File: src/inc/hpa_pkg.sv
package hpa_pkg;
   localparam int LBA_W = 48;
   localparam int PWD_W = 32;
   // Command opcodes
   localparam logic [7:0] CMD_READ_NATIVE = 8'hF8;
   localparam logic [7:0] CMD_SET_MAX = 8'hF9;
   // Sub-functions of the set-maximum command
   localparam logic [2:0] SUB_SET_ADDR = 3'h0;
   localparam logic [2:0] SUB_SET_PWD = 3'h1;
   localparam logic [2:0] SUB_LOCK = 3'h2;
   localparam logic [2:0] SUB_UNLOCK = 3'h3;
   localparam logic [2:0] SUB_FREEZE = 3'h4;
   // Identify-device feature bits
   localparam int ID_SUP_WORD = 83;
   localparam int ID_EN_WORD = 86;
   localparam int ID_EXT_BIT = 8;
   // Error codes
   localparam logic [1:0] ERR_NONE = 2'h0;
   localparam logic [1:0] ERR_ABORT = 2'h1;
   localparam logic [1:0] ERR_IDNF = 2'h2;
   localparam logic [LBA_W-1:0] NATIVE_MAX_DEF = 48'h0000_00C1_ACFF;

   typedef enum logic [1:0] {
      HPA_NOPWD = 2'b00,
      HPA_UNLOCKED = 2'b01,
      HPA_LOCKED = 2'b11,
      HPA_FROZEN = 2'b10
   } hpa_lock_e;

   typedef struct packed {
      logic [7:0] opcode;
      logic [2:0] sub;
      logic volatileOpt;
      logic [LBA_W-1:0] lba;
      logic [PWD_W-1:0] pwd;
   } hpa_cmd_s;

   typedef struct packed {
      logic [LBA_W-1:0] lba;
      logic [15:0] count;
      logic isWrite;
   } hpa_acc_s;

   typedef struct packed {
      logic [1:0] err;
      logic [LBA_W-1:0] lba;
   } hpa_rsp_s;
endpackage

File: src/hw/hpa_range_check.sv
`timescale 1ns/10ps
`default_nettype none
module hpa_range_check #(
   parameter int LW = 48
) (
   input wire logic [LW-1:0] startLba,
   input wire logic [15:0] count,
   input wire logic [LW-1:0] maxLba,
   output logic outOfRange
);
   logic [LW:0] lastLba;
   always_comb begin
      // Count of zero taken as 65536 sectors
      if (count == 16'h0000) begin
         lastLba = {1'b0, startLba} + (LW+1)'(17'h0FFFF);
      end else begin
         lastLba = {1'b0, startLba} + (LW+1)'(count) - (LW+1)'(1);
      end
      outOfRange = lastLba > {1'b0, maxLba};
   end
endmodule
`default_nettype wire

File: src/hw/hpa_ctrl.sv
`timescale 1ns/10ps
`default_nettype none
// Functional notes
// RULE_01: Read-native-maximum (F8h) returns true native maximum regardless of current limit.
// RULE_02: Set-maximum (F9h) programs current maximum, volatile or nonvolatile option.
// RULE_03: Addresses above current maximum refused until a later set-maximum raises it.
// RULE_04: Volatile limit discarded at power or hardware reset; nonvolatile limit restored.
// RULE_05: Identify capacity follows every change of current maximum.
// RULE_06: Limit password survives hardware/software reset, lost at power cycle, separate.
// RULE_07: Accepted set-password enters the unlocked state.
// RULE_08: Accepted lock enters locked state; only unlock accepted until unlock or power.
// RULE_09: Accepted unlock returns locked state to unlocked state.
// RULE_10: Accepted freeze enters frozen state; all limit commands refused until power cycle.
// RULE_11: Identify word 83 bit 8 shows support; word 86 bit 8 shows enabled.
// RULE_12: Host raises limit volatile, accesses area, then resets to hide it again.
// RULE_13: Forbidden limit command aborts with error and leaves limit unchanged.
// RULE_14: Access beyond current maximum rejected with address-not-found error. The code only raises accReject; no error code goes with it.
module hpa_ctrl
   import hpa_pkg::*;
#(
   parameter logic [LBA_W-1:0] NATIVE_MAX = NATIVE_MAX_DEF
) (
   input wire logic core_clk,
   input wire logic rst_n,
   input wire logic powerOn,
   input wire logic hardReset,
   input wire logic softReset,
   input wire logic cmdValid,
   input wire hpa_pkg::hpa_cmd_s cmd,
   input wire logic accValid,
   input wire hpa_pkg::hpa_acc_s acc,
   output logic rspValid,
   output hpa_pkg::hpa_rsp_s rsp,
   output logic accGrant,
   output logic accReject,
   output logic [LBA_W-1:0] curMax,
   output logic [LBA_W-1:0] idCapacity,
   output logic [15:0] idWord83,
   output logic [15:0] idWord86,
   output logic [1:0] lockState,
   output logic nvWrite,
   output logic [LBA_W-1:0] nvData
);
   import hpa_pkg::*;

   // Lock and password state
   hpa_lock_e lock_r;
   logic [PWD_W-1:0] pwd_r;
   logic pwdSet_r;
   logic extEnabled_r;

   // Limit state
   logic [LBA_W-1:0] curMax_r;
   logic [LBA_W-1:0] capacity_r;
   logic [LBA_W-1:0] nvMax_r;
   logic nvWrite_r;

   // Response and media access state
   logic rspValid_r;
   logic [1:0] rspErr_r;
   logic [LBA_W-1:0] rspLba_r;
   logic accGrant_r;
   logic accReject_r;
   logic outOfRange;

   // Command decode
   logic isNative;
   logic isSetMax;
   logic isSubAddr;
   logic isSubPwd;
   logic isSubLock;
   logic isSubUnlock;
   logic isSubFreeze;
   logic lbaTooHigh;
   logic pwdOk;
   logic allowed;

   // Accepted and refused operations
   logic acceptAddr;
   logic acceptNvAddr;
   logic acceptPwd;
   logic acceptLock;
   logic acceptUnlock;
   logic acceptFreeze;
   logic acceptAny;
   logic lbaRefused;

   // Reset classes
   logic powerCycle;
   logic limitReload;
   logic accClear;

   assign powerCycle = !rst_n || powerOn;
   assign limitReload = powerOn || hardReset;
   assign accClear = !rst_n || softReset;

   assign isNative = cmdValid && (cmd.opcode == CMD_READ_NATIVE);
   assign isSetMax = cmdValid && (cmd.opcode == CMD_SET_MAX);
   assign isSubAddr = (cmd.sub == SUB_SET_ADDR);
   assign isSubPwd = (cmd.sub == SUB_SET_PWD);
   assign isSubLock = (cmd.sub == SUB_LOCK);
   assign isSubUnlock = (cmd.sub == SUB_UNLOCK);
   assign isSubFreeze = (cmd.sub == SUB_FREEZE);
   assign lbaTooHigh = (cmd.lba > NATIVE_MAX);
   assign pwdOk = !pwdSet_r || (cmd.pwd == pwd_r);

   // Sub-functions the lock state admits; unknown codes never pass
   always_comb begin
      allowed = 1'b0;
      case (lock_r)
         HPA_NOPWD, HPA_UNLOCKED: begin
            case (cmd.sub)
               SUB_SET_ADDR, SUB_SET_PWD, SUB_LOCK, SUB_FREEZE: begin
                  allowed = 1'b1;
               end
               default: begin
                  allowed = 1'b0;
               end
            endcase
         end
         HPA_LOCKED: begin
            allowed = isSubUnlock && pwdOk; // RULE_08
         end
         HPA_FROZEN: begin
            allowed = 1'b0; // RULE_10
         end
         default: begin
            allowed = 1'b0;
         end
      endcase
   end

   // One strobe per accepted operation, one for a limit past native
   assign acceptAddr = isSetMax && allowed && isSubAddr && !lbaTooHigh; // RULE_02
   assign acceptNvAddr = acceptAddr && !cmd.volatileOpt; // RULE_02
   assign acceptPwd = isSetMax && allowed && isSubPwd;
   assign acceptLock = isSetMax && allowed && isSubLock;
   assign acceptUnlock = isSetMax && allowed && isSubUnlock;
   assign acceptFreeze = isSetMax && allowed && isSubFreeze;
   assign acceptAny = acceptPwd || acceptLock || acceptUnlock || acceptFreeze;
   assign lbaRefused = isSetMax && allowed && isSubAddr && lbaTooHigh;

   // Lock state machine; hard and soft resets leave it alone
   always_ff @(posedge core_clk) begin
      if (powerCycle) begin
         lock_r <= HPA_NOPWD;
      end else if (isSetMax && allowed) begin
         case (cmd.sub)
            SUB_SET_PWD: begin
               lock_r <= HPA_UNLOCKED; // RULE_07
            end
            SUB_LOCK: begin
               lock_r <= HPA_LOCKED; // RULE_08
            end
            SUB_UNLOCK: begin
               lock_r <= HPA_UNLOCKED; // RULE_09
            end
            SUB_FREEZE: begin
               lock_r <= HPA_FROZEN; // RULE_10
            end
            default: begin
               lock_r <= lock_r;
            end
         endcase
      end
   end

   // Extension reported enabled from the first accepted lock-state command
   always_ff @(posedge core_clk) begin
      if (powerCycle) begin
         extEnabled_r <= 1'b0;
      end else if (acceptAny) begin
         extEnabled_r <= 1'b1; // RULE_11
      end
   end

   // Password kept apart from any security-mode password
   always_ff @(posedge core_clk) begin
      if (powerCycle) begin
         pwd_r <= '0; // RULE_06
      end else if (acceptPwd) begin
         pwd_r <= cmd.pwd; // RULE_06
      end
   end

   // Password-present flag; only a power cycle clears it
   always_ff @(posedge core_clk) begin
      if (powerCycle) begin
         pwdSet_r <= 1'b0;
      end else if (acceptPwd) begin
         pwdSet_r <= 1'b1;
      end
   end

   // Nonvolatile image of the limit
   always_ff @(posedge core_clk) begin
      if (!rst_n) begin
         nvMax_r <= NATIVE_MAX;
      end else if (acceptNvAddr) begin
         nvMax_r <= cmd.lba; // RULE_02
      end
   end

   // Store strobe to the nonvolatile medium
   always_ff @(posedge core_clk) begin
      if (!rst_n) begin
         nvWrite_r <= 1'b0;
      end else begin
         nvWrite_r <= acceptNvAddr; // RULE_02
      end
   end

   // Current limit; volatile value dropped at any hardware-level reset
   always_ff @(posedge core_clk) begin
      if (!rst_n) begin
         curMax_r <= NATIVE_MAX;
      end else if (limitReload) begin
         curMax_r <= nvMax_r; // RULE_04
      end else if (acceptAddr) begin
         curMax_r <= cmd.lba; // RULE_02
      end
   end

   // Reported capacity kept in step with the limit, one past the last block
   always_ff @(posedge core_clk) begin
      if (!rst_n) begin
         capacity_r <= NATIVE_MAX + LBA_W'(1);
      end else if (limitReload) begin
         capacity_r <= nvMax_r + LBA_W'(1); // RULE_05
      end else if (acceptAddr) begin
         capacity_r <= cmd.lba + LBA_W'(1); // RULE_05
      end
   end

   // Response strobe, one cycle after each limit command
   always_ff @(posedge core_clk) begin
      if (!rst_n) begin
         rspValid_r <= 1'b0;
      end else begin
         rspValid_r <= isNative || isSetMax;
      end
   end

   // Response status
   always_ff @(posedge core_clk) begin
      if (!rst_n) begin
         rspErr_r <= ERR_NONE;
      end else if (isSetMax && !allowed) begin
         rspErr_r <= ERR_ABORT; // RULE_13
      end else if (lbaRefused) begin
         rspErr_r <= ERR_IDNF;
      end else begin
         rspErr_r <= ERR_NONE;
      end
   end

   // Response address; other accepted sub-functions echo the current limit
   always_ff @(posedge core_clk) begin
      if (!rst_n) begin
         rspLba_r <= '0;
      end else if (isNative) begin
         rspLba_r <= NATIVE_MAX; // RULE_01
      end else if (acceptAddr) begin
         rspLba_r <= cmd.lba;
      end else if (isSetMax && allowed && !lbaRefused) begin
         rspLba_r <= curMax_r;
      end else begin
         rspLba_r <= '0;
      end
   end

   hpa_range_check #(
      .LW(LBA_W)
   ) uRange (
      .startLba(acc.lba),
      .count(acc.count),
      .maxLba(curMax_r),
      .outOfRange(outOfRange)
   );

   // Media access gate; a software reset only clears these strobes
   always_ff @(posedge core_clk) begin
      if (accClear) begin
         accGrant_r <= 1'b0;
         accReject_r <= 1'b0;
      end else begin
         accGrant_r <= accValid && !outOfRange; // RULE_03
         accReject_r <= accValid && outOfRange; // RULE_14
      end
   end

   assign rspValid = rspValid_r;
   assign rsp = '{err: rspErr_r, lba: rspLba_r};
   assign accGrant = accGrant_r;
   assign accReject = accReject_r;
   assign curMax = curMax_r;
   assign idCapacity = capacity_r; // RULE_05
   assign lockState = lock_r;
   assign nvWrite = nvWrite_r;
   assign nvData = nvMax_r;

   always_comb begin
      idWord83 = 16'h0000;
      idWord86 = 16'h0000;
      idWord83[ID_EXT_BIT] = 1'b1; // RULE_11
      idWord86[ID_EXT_BIT] = extEnabled_r; // RULE_11
   end
endmodule
`default_nettype wire

File: config.mk
export PLATFORM = sky130hd
export DESIGN_NAME = hpa_ctrl
export DESIGN_NICKNAME = d
export VERILOG_FILES = /design/src/inc/hpa_pkg.sv /design/src/hw/hpa_range_check.sv /design/src/hw/hpa_ctrl.sv
export SDC_FILE = /design/constraint.sdc
export NUM_CORES = 1
export LEC_CHECK = 0
export BUFFER_PORTS_ARGS = -buffer_cell sky130_fd_sc_hd__buf_2
export CAP_MARGIN = 5
export CORE_MARGIN = 2
export CORE_UTILIZATION = 55
export DETAILED_ROUTE_END_ITERATION = 10
export HOLD_SLACK_MARGIN = 0.15
export PLACE_DENSITY_LB_ADDON = 0.15
export SYNTH_ARGS = -nofsm -noshare
export SYNTH_HDL_FRONTEND = slang
export SYNTH_SLANG_ARGS = --single-unit
File: constraint.sdc
create_clock -name core_clk -period 5 [get_ports core_clk]
set_input_delay 0.25 -clock core_clk [delete_from_list [all_inputs] [get_ports core_clk]]
set_output_delay 0.25 -clock core_clk [all_outputs]
set_load 0.02 [all_outputs]
==> run summary, run 1 <==
STA
------------------------------------------------------------------------------------------------------
Worst Tran Pin Value                                                                           1.18 ns
Worst relative slew slack                                                                        0.208
Final min period                                                                               4.55 ns
Final period util                                                                                0.910
Number of hold violations in the final report                                                        0
Highest achievable clock rate                                                                0.220 GHz
Worst clock skew                                                                             0.0290 ns
RSZ-0062 raised after global routing                                                             false
Setup total negative slack                                                                        0 ns
Min Hold Slack                                                                                0.173 ns
Finish-stage setup viols                                                                             0
Slew Viols, Final                                                                                    0

WORST SETUP PATH
------------------------------------------------------------------------------------------------------
Cell at the slowest stage of the critical path                                            sky130_fd_sc_hd__fa_1
Kind of start point of the critical path                                                     input pin
Critical path class                                                                       input pin to flop
Arrival time at the worst endpoint                                                             4.99 ns
Type of element capturing the critical path                                                       flop
Count of buffering cells on the critical path with inverters included                                6
Crit path max fanout                                                                                 5
Worst stage delay on the critical path                                                         0.41 ns
Data required time of the critical path                                                        5.44 ns
Cell family with the largest share of critical-path delay                                 compound AO/OA/AOI/OAI gates

POWER
------------------------------------------------------------------------------------------------------
Sw Share                                                                                         0.308
Clock share of power                                                                             0.374
P_leak                                                                                         9.68 nW
Sequential share of power                                                                        0.369
Internal power component                                                                     0.00357 W
Peak supply drop                                                                                279 uV
Gate power share                                                                                 0.257
PwrDens                                                                                    255 nW/um^2
Net Sw Power                                                                                 0.00159 W

DIE
------------------------------------------------------------------------------------------------------
Placement row count                                                                                 63
Die H                                                                                           177 um
Core Footprint                                                                              29600 um^2
IO Count                                                                                           396
Starting density of the core                                                                     0.556
Die Wd                                                                                          177 um
Area of the die                                                                             31300 um^2

HOLD PATH
------------------------------------------------------------------------------------------------------
Worst Hold Class                                                                          input pin to flop

ROUTING
------------------------------------------------------------------------------------------------------
Final routed wirelength across all metal layers                                               57400 um
Count of TritonRoute iterations in the first routing pass                                            6
Average wire per cell in the routed design                                                     19.8 um
Count of unresolved DRC violations after routing                                                     0
Detailed router's first-iteration violation count                                                 1305
Via/cell ratio                                                                                    5.91
Number of routed nets with antenna violations                                                        0
Via Count                                                                                        17100

FINISH
------------------------------------------------------------------------------------------------------
Fraction of layout cells with a size suffix above 1                                              0.204
Utilization of the core after routing                                                            0.685
Net count of the finished layout                                                                  2793
Total non-filler cell area in the finished layout                                           20200 um^2
Area growth from synthesis to layout                                                             23.2%

CLOCK NETWORK
------------------------------------------------------------------------------------------------------
Root Driver                                                                               sky130_fd_sc_hd__clkbuf_16
Clock transition at the register clock pins on the worst setup and hold paths after CTS        0.06 ns
Post-cts hold buffer count                                                                          65
Maximum root-to-sink buffer count                                                                    3
Clock Sink Count                                                                                   234
Post-CTS setup-driven buffer insertion count                                                         0
CTS Buf Count                                                                                       26
Total of cells resized after clock tree synthesis                                                    0
CTS tree                                                                                           yes
H-tree depth                                                                                         1
Latest clock arrival within the worst-skew pair                                                0.55 ns

GLOBAL ROUTING
------------------------------------------------------------------------------------------------------
GRT Residual Overflow                                                                                0
Wire length of the first global-routing pass                                                  87100 um
Total routing usage reported by global routing                                                   0.350
Largest net degree at the start of global routing                                                  102
Number of antenna violations at the first check in global routing                                    5
Number of global-route vias before repair                                                        16400

YOSYS
------------------------------------------------------------------------------------------------------
Multiplexer share of the synthesized area                                                       0.0383
Average instance area after synthesis                                                        7.95 um^2
Post-synthesis share of cell area spent on full adders, half adders and majority gates           0.111
Count of state elements after synthesis                                                            234
Post-synth cell types                                                                               89
Mapped cell area                                                                            16400 um^2
Yosys synthesis warning count                                                                        0
Share of the synthesized area in compound gates (AO/OA/AOI/OAI)                                  0.189
Count of flip-flops with a built-in enable after synthesis                                           0
Top_reg_cell synth                                                                        sky130_fd_sc_hd__dfxtp_1
Post-synth ARST share                                                                                0
Portion of the post-synthesis area used by sequential elements                                   0.285
Combinational family with the most area after synthesis                                   simple AND/OR/NAND/NOR gates
Instance count of the mapped netlist                                                              2067
Synth Area in Simple Gates                                                                       0.221
Parity-gate share of the synthesized area counting xor and xnor cells                           0.0783

RUN STATUS
------------------------------------------------------------------------------------------------------
Outcome                                                                                   finished, final reports clean

PLACEMENT
------------------------------------------------------------------------------------------------------
Count of buffers from port buffering                                                               363
Detailed placement HPWL                                                                       42500 um
Post-placement cell area                                                                    18700 um^2
Placer Congestion                                                                                0.972

JOB
------------------------------------------------------------------------------------------------------
Max-cap violations                                                                                   0

[kinds of logic after synthesis]
family | after synthesis
and+or+nand+nor | 718
AOI/OAI and AO/OA | 463
adders and majority gates | 145
DFF | 234
xor gates and xnor gates | 147
buffers and inverters | 296
other | 2
muxes | 62
[per-layer routing]
metal	share of wire	global-route usage	wire length, um	vias to the layer above
met3	0.085	0.0674	4850	147
li1	-	-	-	8123
met2	0.47	0.601	27100	770
met5	0	0	0	-
met4	0.046	0.158	2640	0
met1	0.40	0.425	22700	8076
[cell type report]
cell class	instances	area [um^2]
multi-input combinational	1566	10600
inverter	164	616
sequential	234	4680
timing repair buffer	492	2960
clock buffer	39	781
antenna	3	7.51
tap	390	488
clock inverter	8	76.3
fill	2474	9320
[stage by stage]
| stage | std cells | worst slack, ns | power [W] |
|---|---|---|---|
| finish | 2896 | 0.450 | 0.00516 |
| global route | 2896 | 0.0504 | 0.00537 |
| CTS | 2893 | 0.473 | 0.00515 |
| detailed placement | 2781 | -0.0693 | 0.00321 |
| global placement | 2781 | -0.00980 | 0.00318 |
| floorplan | 2096 | 0.545 | 0.00279 |
[Yosys cell counts, drive strengths merged, types with 20 or more instances]
cell type	count	area share
nor3	27	0.0082
nand2	231	0.053
dfxtp	234	0.29
buf	65	0.024
a31oi	30	0.011
a21o	35	0.016
ha	144	0.11
a21oi	132	0.040
xnor2	80	0.043
o211ai	31	0.014
and3	70	0.027
and2	20	0.0077
nand3	94	0.029
inv	163	0.037
nor2	134	0.031
xor2	67	0.036
nor4	23	0.0088
mux2i	55	0.033
clkbuf	67	0.015
o21ai	83	0.025
nand4	27	0.010
[path summary, 6_finish.rpt]
| check | start | endpoint | slack (ns) | depth (start not counted) |
|---|---|---|---|---|
| worst max-delay path | acc[2] | accGrant | 0.45 | 25 |
| worst min-delay path | cmd[88] | rspValid | 0.17 | 5 |
| worst max register to register | nvData[0] | idCapacity[46] | 1.73 | 11 |
| worst min register to register | idCapacity[18] | idCapacity[18] | 0.46 | 2 |
[power groups by stage]
stage,logic (W),registers (W),clock network (W)
6_report,0.00133,0.00191,0.00193
4_1_cts,0.00131,0.00191,0.00193
5_1_grt,0.00146,0.00191,0.00201
3_5_place_dp,0.00126,0.00195,0
3_3_place_gp,0.00124,0.00195,0
2_1_floorplan,0.000815,0.00197,0
[worst reg2reg max path, stage by stage, from the launching register on]
cell and delay, ns:
sky130_fd_sc_hd__dfxtp_1 0.36, sky130_fd_sc_hd__o21ai_0 0.13, sky130_fd_sc_hd__and2_1 0.25, sky130_fd_sc_hd__inv_1 0.14, sky130_fd_sc_hd__ha_1 0.20, sky130_fd_sc_hd__o221ai_1 0.19, sky130_fd_sc_hd__nor3b_2 0.58, sky130_fd_sc_hd__and2_0 0.43
sky130_fd_sc_hd__nor2b_1 0.36, sky130_fd_sc_hd__nand4_1 0.19, sky130_fd_sc_hd__mux2i_1 0.21, sky130_fd_sc_hd__a21oi_1 0.10
[cells in the final DEF (no fill, tap or decap), types with 26 or more instances in the layout]
cell type	Yosys	layout
sky130_fd_sc_hd__a31oi_1	30	30
sky130_fd_sc_hd__inv_1	163	163
sky130_fd_sc_hd__xor2_1	67	67
sky130_fd_sc_hd__dlygate4sd3_1	0	65
sky130_fd_sc_hd__a21o_1	35	35
sky130_fd_sc_hd__xnor2_1	80	80
sky130_fd_sc_hd__clkbuf_16	0	27
sky130_fd_sc_hd__mux2i_1	55	55
sky130_fd_sc_hd__dfxtp_1	234	234
sky130_fd_sc_hd__o211ai_1	31	31
sky130_fd_sc_hd__nor2_1	133	132
sky130_fd_sc_hd__buf_4	34	63
sky130_fd_sc_hd__conb_1	2	31
sky130_fd_sc_hd__nand4_1	27	27
sky130_fd_sc_hd__nand3_1	94	94
sky130_fd_sc_hd__and3_1	69	69
sky130_fd_sc_hd__buf_2	18	363
sky130_fd_sc_hd__o21ai_0	79	79
sky130_fd_sc_hd__nor3_1	27	26
sky130_fd_sc_hd__a21oi_1	132	132
sky130_fd_sc_hd__nand2_1	230	230
sky130_fd_sc_hd__ha_1	144	144
[flip-flops by register name (all words and copies together) (netlist names)]
name	cells
pwd_r	32
pwdSet_r	1
curMax	48
accGrant	1
accReject	1
rspValid	1
lockState	2
rspLba_r	48
nvData	48
extEnabled_r	1
idCapacity	48
nvWrite	1
rspErr_r	2
Power figures use the tool's default switching activity.
==> run 2, diff against run 1 <==
PLACE_DENSITY = 0.81   (was unset)
PLACE_DENSITY_LB_ADDON = unset   (was 0.15)
SKIP_CTS_REPAIR_TIMING = 1   (was unset)
==> run summary, run 2 (synthesis results as in run 1) <==
GLOBAL ROUTING
------------------------------------------------------------------------------------------------------
Global-route met3 utilization                                                                   0.0677
Met1 Use GR                                                                                      0.411
Routing usage on met2                                                                            0.581
Largest net degree at the start of global routing                                                   96
Busiest metal layer after global routing                                                          met2
Number of antenna violations at the first check in global routing                                    3
GRT Residual Overflow                                                                                0
Total routing usage reported by global routing                                                   0.342
Number of global-route vias before repair                                                        16100
Wire length of the first global-routing pass                                                  85400 um

STA
------------------------------------------------------------------------------------------------------
RSZ-0062 raised after global routing                                                             false
Finish-stage setup viols                                                                             0
Worst relative slew slack                                                                       0.0734
Slew Viols, Final                                                                                    0
Number of hold violations in the final report                                                        0
Final period util                                                                                0.944
Final min period                                                                               4.72 ns
Highest achievable clock rate                                                                0.212 GHz
Worst Tran Pin Value                                                                           1.38 ns
Setup total negative slack                                                                        0 ns
Worst clock skew                                                                             0.0452 ns

WORST SETUP PATH
------------------------------------------------------------------------------------------------------
Crit path max fanout                                                                                 5
Critical path class                                                                       input pin to flop
Data required time of the critical path                                                        5.47 ns
Worst stage delay on the critical path                                                         0.44 ns
Cell Chain, Critical Path                                                                 buf_2 -> inv_1 -> ha_1 -> inv_1 -> ha_1 -> a211oi_1 -> o21a_1 -> a21oi_1 -> o211ai_1 -> or3b_1 -> a31o_2 -> a2111oi_0 -> a221oi_1 -> ha_1 -> nand2_1 -> o211ai_1 -> buf_4 -> o22ai_1 -> a31o_2 -> or2_2 -> o22ai_1 -> o31a_1
Worst R2R Setup Slack                                                                          1.41 ns
Cell at the slowest stage of the critical path                                            sky130_fd_sc_hd__or3b_1
Cell family with the largest share of critical-path delay                                 compound AO/OA/AOI/OAI gates
Arrival time at the worst endpoint                                                             5.19 ns
Most prevalent standard cell on the critical path                                         sky130_fd_sc_hd__ha_1
Count of buffering cells on the critical path with inverters included                                4
Type of element capturing the critical path                                                       flop
Kind of start point of the critical path                                                     input pin

ROUTING
------------------------------------------------------------------------------------------------------
Via/cell ratio                                                                                    6.08
Average wire per cell in the routed design                                                     20.4 um
Number of routed nets with antenna violations                                                        0
Count of unresolved DRC violations after routing                                                     0
Via Count                                                                                        17700
Detailed router's first-iteration violation count                                                 1736
Count of TritonRoute iterations in the first routing pass                                            6
Final routed wirelength across all metal layers                                               59500 um

CLOCK NETWORK
------------------------------------------------------------------------------------------------------
CTS tree                                                                                           yes
Latest clock arrival within the worst-skew pair                                                0.54 ns
Maximum root-to-sink buffer count                                                                    3
H-tree depth                                                                                         1
CTS Buf Count                                                                                       25
Root Driver                                                                               sky130_fd_sc_hd__clkbuf_16
Clock Sink Count                                                                                   234
Clock transition at the register clock pins on the worst setup and hold paths after CTS        0.07 ns

FINISH
------------------------------------------------------------------------------------------------------
Area of the multi-input gates                                                               10600 um^2
Leading cell types in the layout, fill and taps excluded                                  sky130_fd_sc_hd__buf_2 (363), sky130_fd_sc_hd__dfxtp_1 (234), sky130_fd_sc_hd__nand2_1 (230)
Storage element area                                                                         4680 um^2
Fill cell instance count of the final layout                                                      2360
Most frequent standard cell in the layout excluding fill and tap cells                    sky130_fd_sc_hd__buf_2
Total non-filler cell area in the finished layout                                           20400 um^2
Net count of the finished layout                                                                  2816
Area growth from synthesis to layout                                                             24.1%
Fraction of layout cells with a size suffix above 1                                              0.211

POWER
------------------------------------------------------------------------------------------------------
Peak supply drop                                                                                245 uV
Overall power consumption                                                                    0.00517 W
P_leak                                                                                         9.78 nW
PwrDens                                                                                    254 nW/um^2

PLACEMENT
------------------------------------------------------------------------------------------------------
Placer Congestion                                                                                0.967
Count of buffers from port buffering                                                               363
Post-placement cell area                                                                    18900 um^2
Detailed placement HPWL                                                                       43100 um

DIE
------------------------------------------------------------------------------------------------------
Placement row count                                                                                 63
Die H                                                                                           177 um
Die Wd                                                                                          177 um
Area of the die                                                                             31300 um^2
Starting density of the core                                                                     0.556
Core Footprint                                                                              29600 um^2
IO Count                                                                                           396

HOLD PATH
------------------------------------------------------------------------------------------------------
Worst Hold Class                                                                          input pin to flop

RUN STATUS
------------------------------------------------------------------------------------------------------
Outcome                                                                                   finished, final reports clean

JOB
------------------------------------------------------------------------------------------------------
Max-cap violations                                                                                   0

[run 2: cell count changes in the layout (fill, tap and decap cells not counted), moves of 2 or more]
| cell | change |
|---|---|
| sky130_fd_sc_hd__clkbuf_16 | -2 |
| sky130_fd_sc_hd__buf_4 | +25 |
| sky130_fd_sc_hd__clkinv_2 | -4 |
| sky130_fd_sc_hd__a2111oi_0 | -2 |
[run 2: power breakdown]
group | total, W | internal [W] | leakage (nW) | switching (W)
Clock | 0.00189 | 0.00113 | 0.407 | 0.000765
Combinational | 0.00137 | 0.000586 | 7.47 | 0.000788
Sequential | 0.00191 | 0.00189 | 1.89 | 0.0000186
Total | 0.00517 | 0.00360 | 9.78 | 0.00157
[run 2: area by class of cell]
| type | count | share of cell area |
|---|---|---|
| multi-input cells | 1566 | 0.522 |
| flip-flops and latches | 234 | 0.230 |
| repair buffers | 516 | 0.153 |
| clock buffers | 38 | 0.0365 |
| inverters | 164 | 0.0302 |
| well taps | 390 | 0.0239 |
| clock inverters | 5 | 0.00423 |
| diodes | 3 | 0.000368 |
[run 2: metrics by stage]
step	util	hold slack [ns]	setup WS, ns	cells
floorplan	-	0.361	0.545	2096
global placement	0.639	0.449	-0.139	2805
detailed placement	0.639	0.453	-0.233	2805
CTS	0.667	-0.0402	0.293	2848
global route	0.690	0.180	0.0270	2916
finish	0.690	0.183	0.279	2916
[run 2: worst paths after layout]
| path | from | end | cells after the start |
|---|---|---|---|
| setup / recovery | acc[19] | accReject | 22 |
| hold / removal | cmd[82] | lockState[0] | 3 |
| setup reg to reg | pwd_r[9] | rspLba_r[1] | 9 |
| hold reg to reg | idCapacity[3] | idCapacity[3] | 2 |
[run 2: worst min-delay path, stage by stage]
cell and delay [ns]:
sky130_fd_sc_hd__buf_2 0.15, sky130_fd_sc_hd__o21ai_0 0.18, sky130_fd_sc_hd__a221oi_1 0.09
[run 2: routing by layer]
layer | vias up | wire length (um)
met4 | 0 | 3840
met5 | - | 0
li1 | 8151 | -
met2 | 1040 | 28000
met3 | 249 | 5470
met1 | 8297 | 22200
==> run 3, diff against run 2 <==
REMOVE_ABC_BUFFERS = 1   (was unset)
==> run summary, run 3 (synthesis results as in run 1) <==
RUN STATUS
------------------------------------------------------------------------------------------------------
Outcome                                                                                   finished, final reports clean

CLOCK NETWORK
------------------------------------------------------------------------------------------------------
Latest clock arrival within the worst-skew pair                                                0.54 ns
Maximum root-to-sink buffer count                                                                    3
Clock transition at the register clock pins on the worst setup and hold paths after CTS        0.06 ns
Root Driver                                                                               sky130_fd_sc_hd__clkbuf_16
CTS Buf Count                                                                                       25
Clock Sink Count                                                                                   234
H-tree depth                                                                                         1
CTS tree                                                                                           yes

FINISH
------------------------------------------------------------------------------------------------------
Area growth from synthesis to layout                                                             21.6%
Most frequent standard cell in the layout excluding fill and tap cells                    sky130_fd_sc_hd__buf_2
Total non-filler cell area in the finished layout                                           20000 um^2
Leading cell types in the layout, fill and taps excluded                                  sky130_fd_sc_hd__buf_2 (363), sky130_fd_sc_hd__dfxtp_1 (234), sky130_fd_sc_hd__nand2_1 (230)
Net count of the finished layout                                                                  2770
Fraction of layout cells with a size suffix above 1                                              0.197
Ant. Diodes                                                                                          0

PLACEMENT
------------------------------------------------------------------------------------------------------
Detailed placement HPWL                                                                       42800 um
Post-placement cell area                                                                    18600 um^2
Count of buffers from port buffering                                                               363
Placer Congestion                                                                                0.920

STA
------------------------------------------------------------------------------------------------------
Slew Viols, Final                                                                                    0
Worst relative slew slack                                                                        0.156
RSZ-0062 raised after global routing                                                             false
Finish-stage setup viols                                                                             0
Final min period                                                                               4.59 ns
Number of hold violations in the final report                                                        0
Highest achievable clock rate                                                                0.218 GHz
Setup total negative slack                                                                        0 ns
Final period util                                                                                0.917
Worst clock skew                                                                             0.0131 ns
Worst Tran Pin Value                                                                           1.26 ns

WORST SETUP PATH
------------------------------------------------------------------------------------------------------
Cell at the slowest stage of the critical path                                            sky130_fd_sc_hd__or4b_1
Data required time of the critical path                                                        5.47 ns
Kind of start point of the critical path                                                     input pin
Cell Chain, Critical Path                                                                 buf_2 -> inv_1 -> ha_1 -> inv_1 -> ha_1 -> inv_1 -> fa_1 -> nor2b_1 -> o211ai_1 -> a31oi_1 -> a41o_1 -> o21a_1 -> a31oi_1 -> or4b_1 -> a32oi_1 -> ha_1 -> and3_1 -> nand4_1 -> nor3_1 -> a31o_2 -> or2_2 -> o22ai_1 -> o31a_1
Worst stage delay on the critical path                                                         0.52 ns
Critical path class                                                                       input pin to flop
Arrival time at the worst endpoint                                                             5.06 ns
Crit path max fanout                                                                                 4
Type of element capturing the critical path                                                       flop
Startpoint of the most critical register-to-register path                                    pwd_r[21]
Critical Path Start                                                                            acc[18]

DIE
------------------------------------------------------------------------------------------------------
IO Count                                                                                           396
Area of the die                                                                             31300 um^2
Die H                                                                                           177 um
Placement row count                                                                                 63
Core Footprint                                                                              29600 um^2
Starting density of the core                                                                     0.556
Die Wd                                                                                          177 um

GLOBAL ROUTING
------------------------------------------------------------------------------------------------------
Wire length of the first global-routing pass                                                  85800 um
Largest net degree at the start of global routing                                                   72
Global-route met3 utilization                                                                   0.0616
GRT Residual Overflow                                                                                0
Number of antenna violations at the first check in global routing                                    1
Total routing usage reported by global routing                                                   0.345
Busiest metal layer after global routing                                                          met2
Met1 Use GR                                                                                      0.433
Routing usage on met2                                                                            0.593
Number of global-route vias before repair                                                        16000

POWER
------------------------------------------------------------------------------------------------------
P_leak                                                                                         9.53 nW
Overall power consumption                                                                    0.00500 W
Peak supply drop                                                                                272 uV
PwrDens                                                                                    250 nW/um^2

ROUTING
------------------------------------------------------------------------------------------------------
Number of routed nets with antenna violations                                                        0
Detailed router's first-iteration violation count                                                 1769
Count of unresolved DRC violations after routing                                                     0
Count of TritonRoute iterations in the first routing pass                                            5
Via Count                                                                                        17500
Final routed wirelength across all metal layers                                               58600 um
Average wire per cell in the routed design                                                     20.4 um
Via/cell ratio                                                                                    6.09

HOLD PATH
------------------------------------------------------------------------------------------------------
Worst Min Path Start                                                                           cmd[82]
Worst Hold Class                                                                          input pin to flop

JOB
------------------------------------------------------------------------------------------------------
Max-cap violations                                                                                   0

[run 3: metal layers]
layer / wire length [um] / share of wire
met1: 23100 / 0.39
met2: 27600 / 0.47
met3: 5170 / 0.088
met5: 0 / 0
met4: 2710 / 0.046
[run 3: per-stage QoR]
stage               utilization  hold slack (ns)  worst slack (ns)  cells
floorplan                     -            0.312             -3.38   1964
global placement          0.628            0.449            0.0137   2761
detailed placement        0.628            0.456           -0.0691   2761
CTS                       0.655          -0.0359             0.416   2803
global route              0.676            0.196           0.00714   2866
finish                    0.676            0.138             0.413   2866
[run 3: area by class of cell]
| cell class | count | area, um^2 |
|---|---|---|
| multi-input combinational | 1566 | 10600 |
| timing repair buffer | 470 | 2790 |
| tap | 390 | 488 |
| clock inverter | 6 | 43.8 |
| fill | 2502 | 9580 |
| sequential | 234 | 4680 |
| inverter | 164 | 616 |
| clock buffer | 36 | 727 |
[run 3: power by group]
part	internal, W	switching [W]	total (W)
sequential	0.00189	0.0000202	0.00191
combinational	0.000542	0.000771	0.00131
clock	0.00101	0.000775	0.00178
[run 3: path summary, 6_finish.rpt]
path,end,slack [ns],cells after the start
min,lockState[0],0.14,3
min reg2reg,nvData[21],0.47,2
max reg2reg,rspLba_r[13],1.54,9
max,accReject,0.41,23
[run 3: critical path: cells and delay by family]
kind                     cells  cell delay (ns)
adder cells (fa/ha/maj)      4             1.12
AND/OR/NAND/NOR              6             1.29
buffers and inverters        4             0.33
AO/OA/AOI/OAI                9             2.06
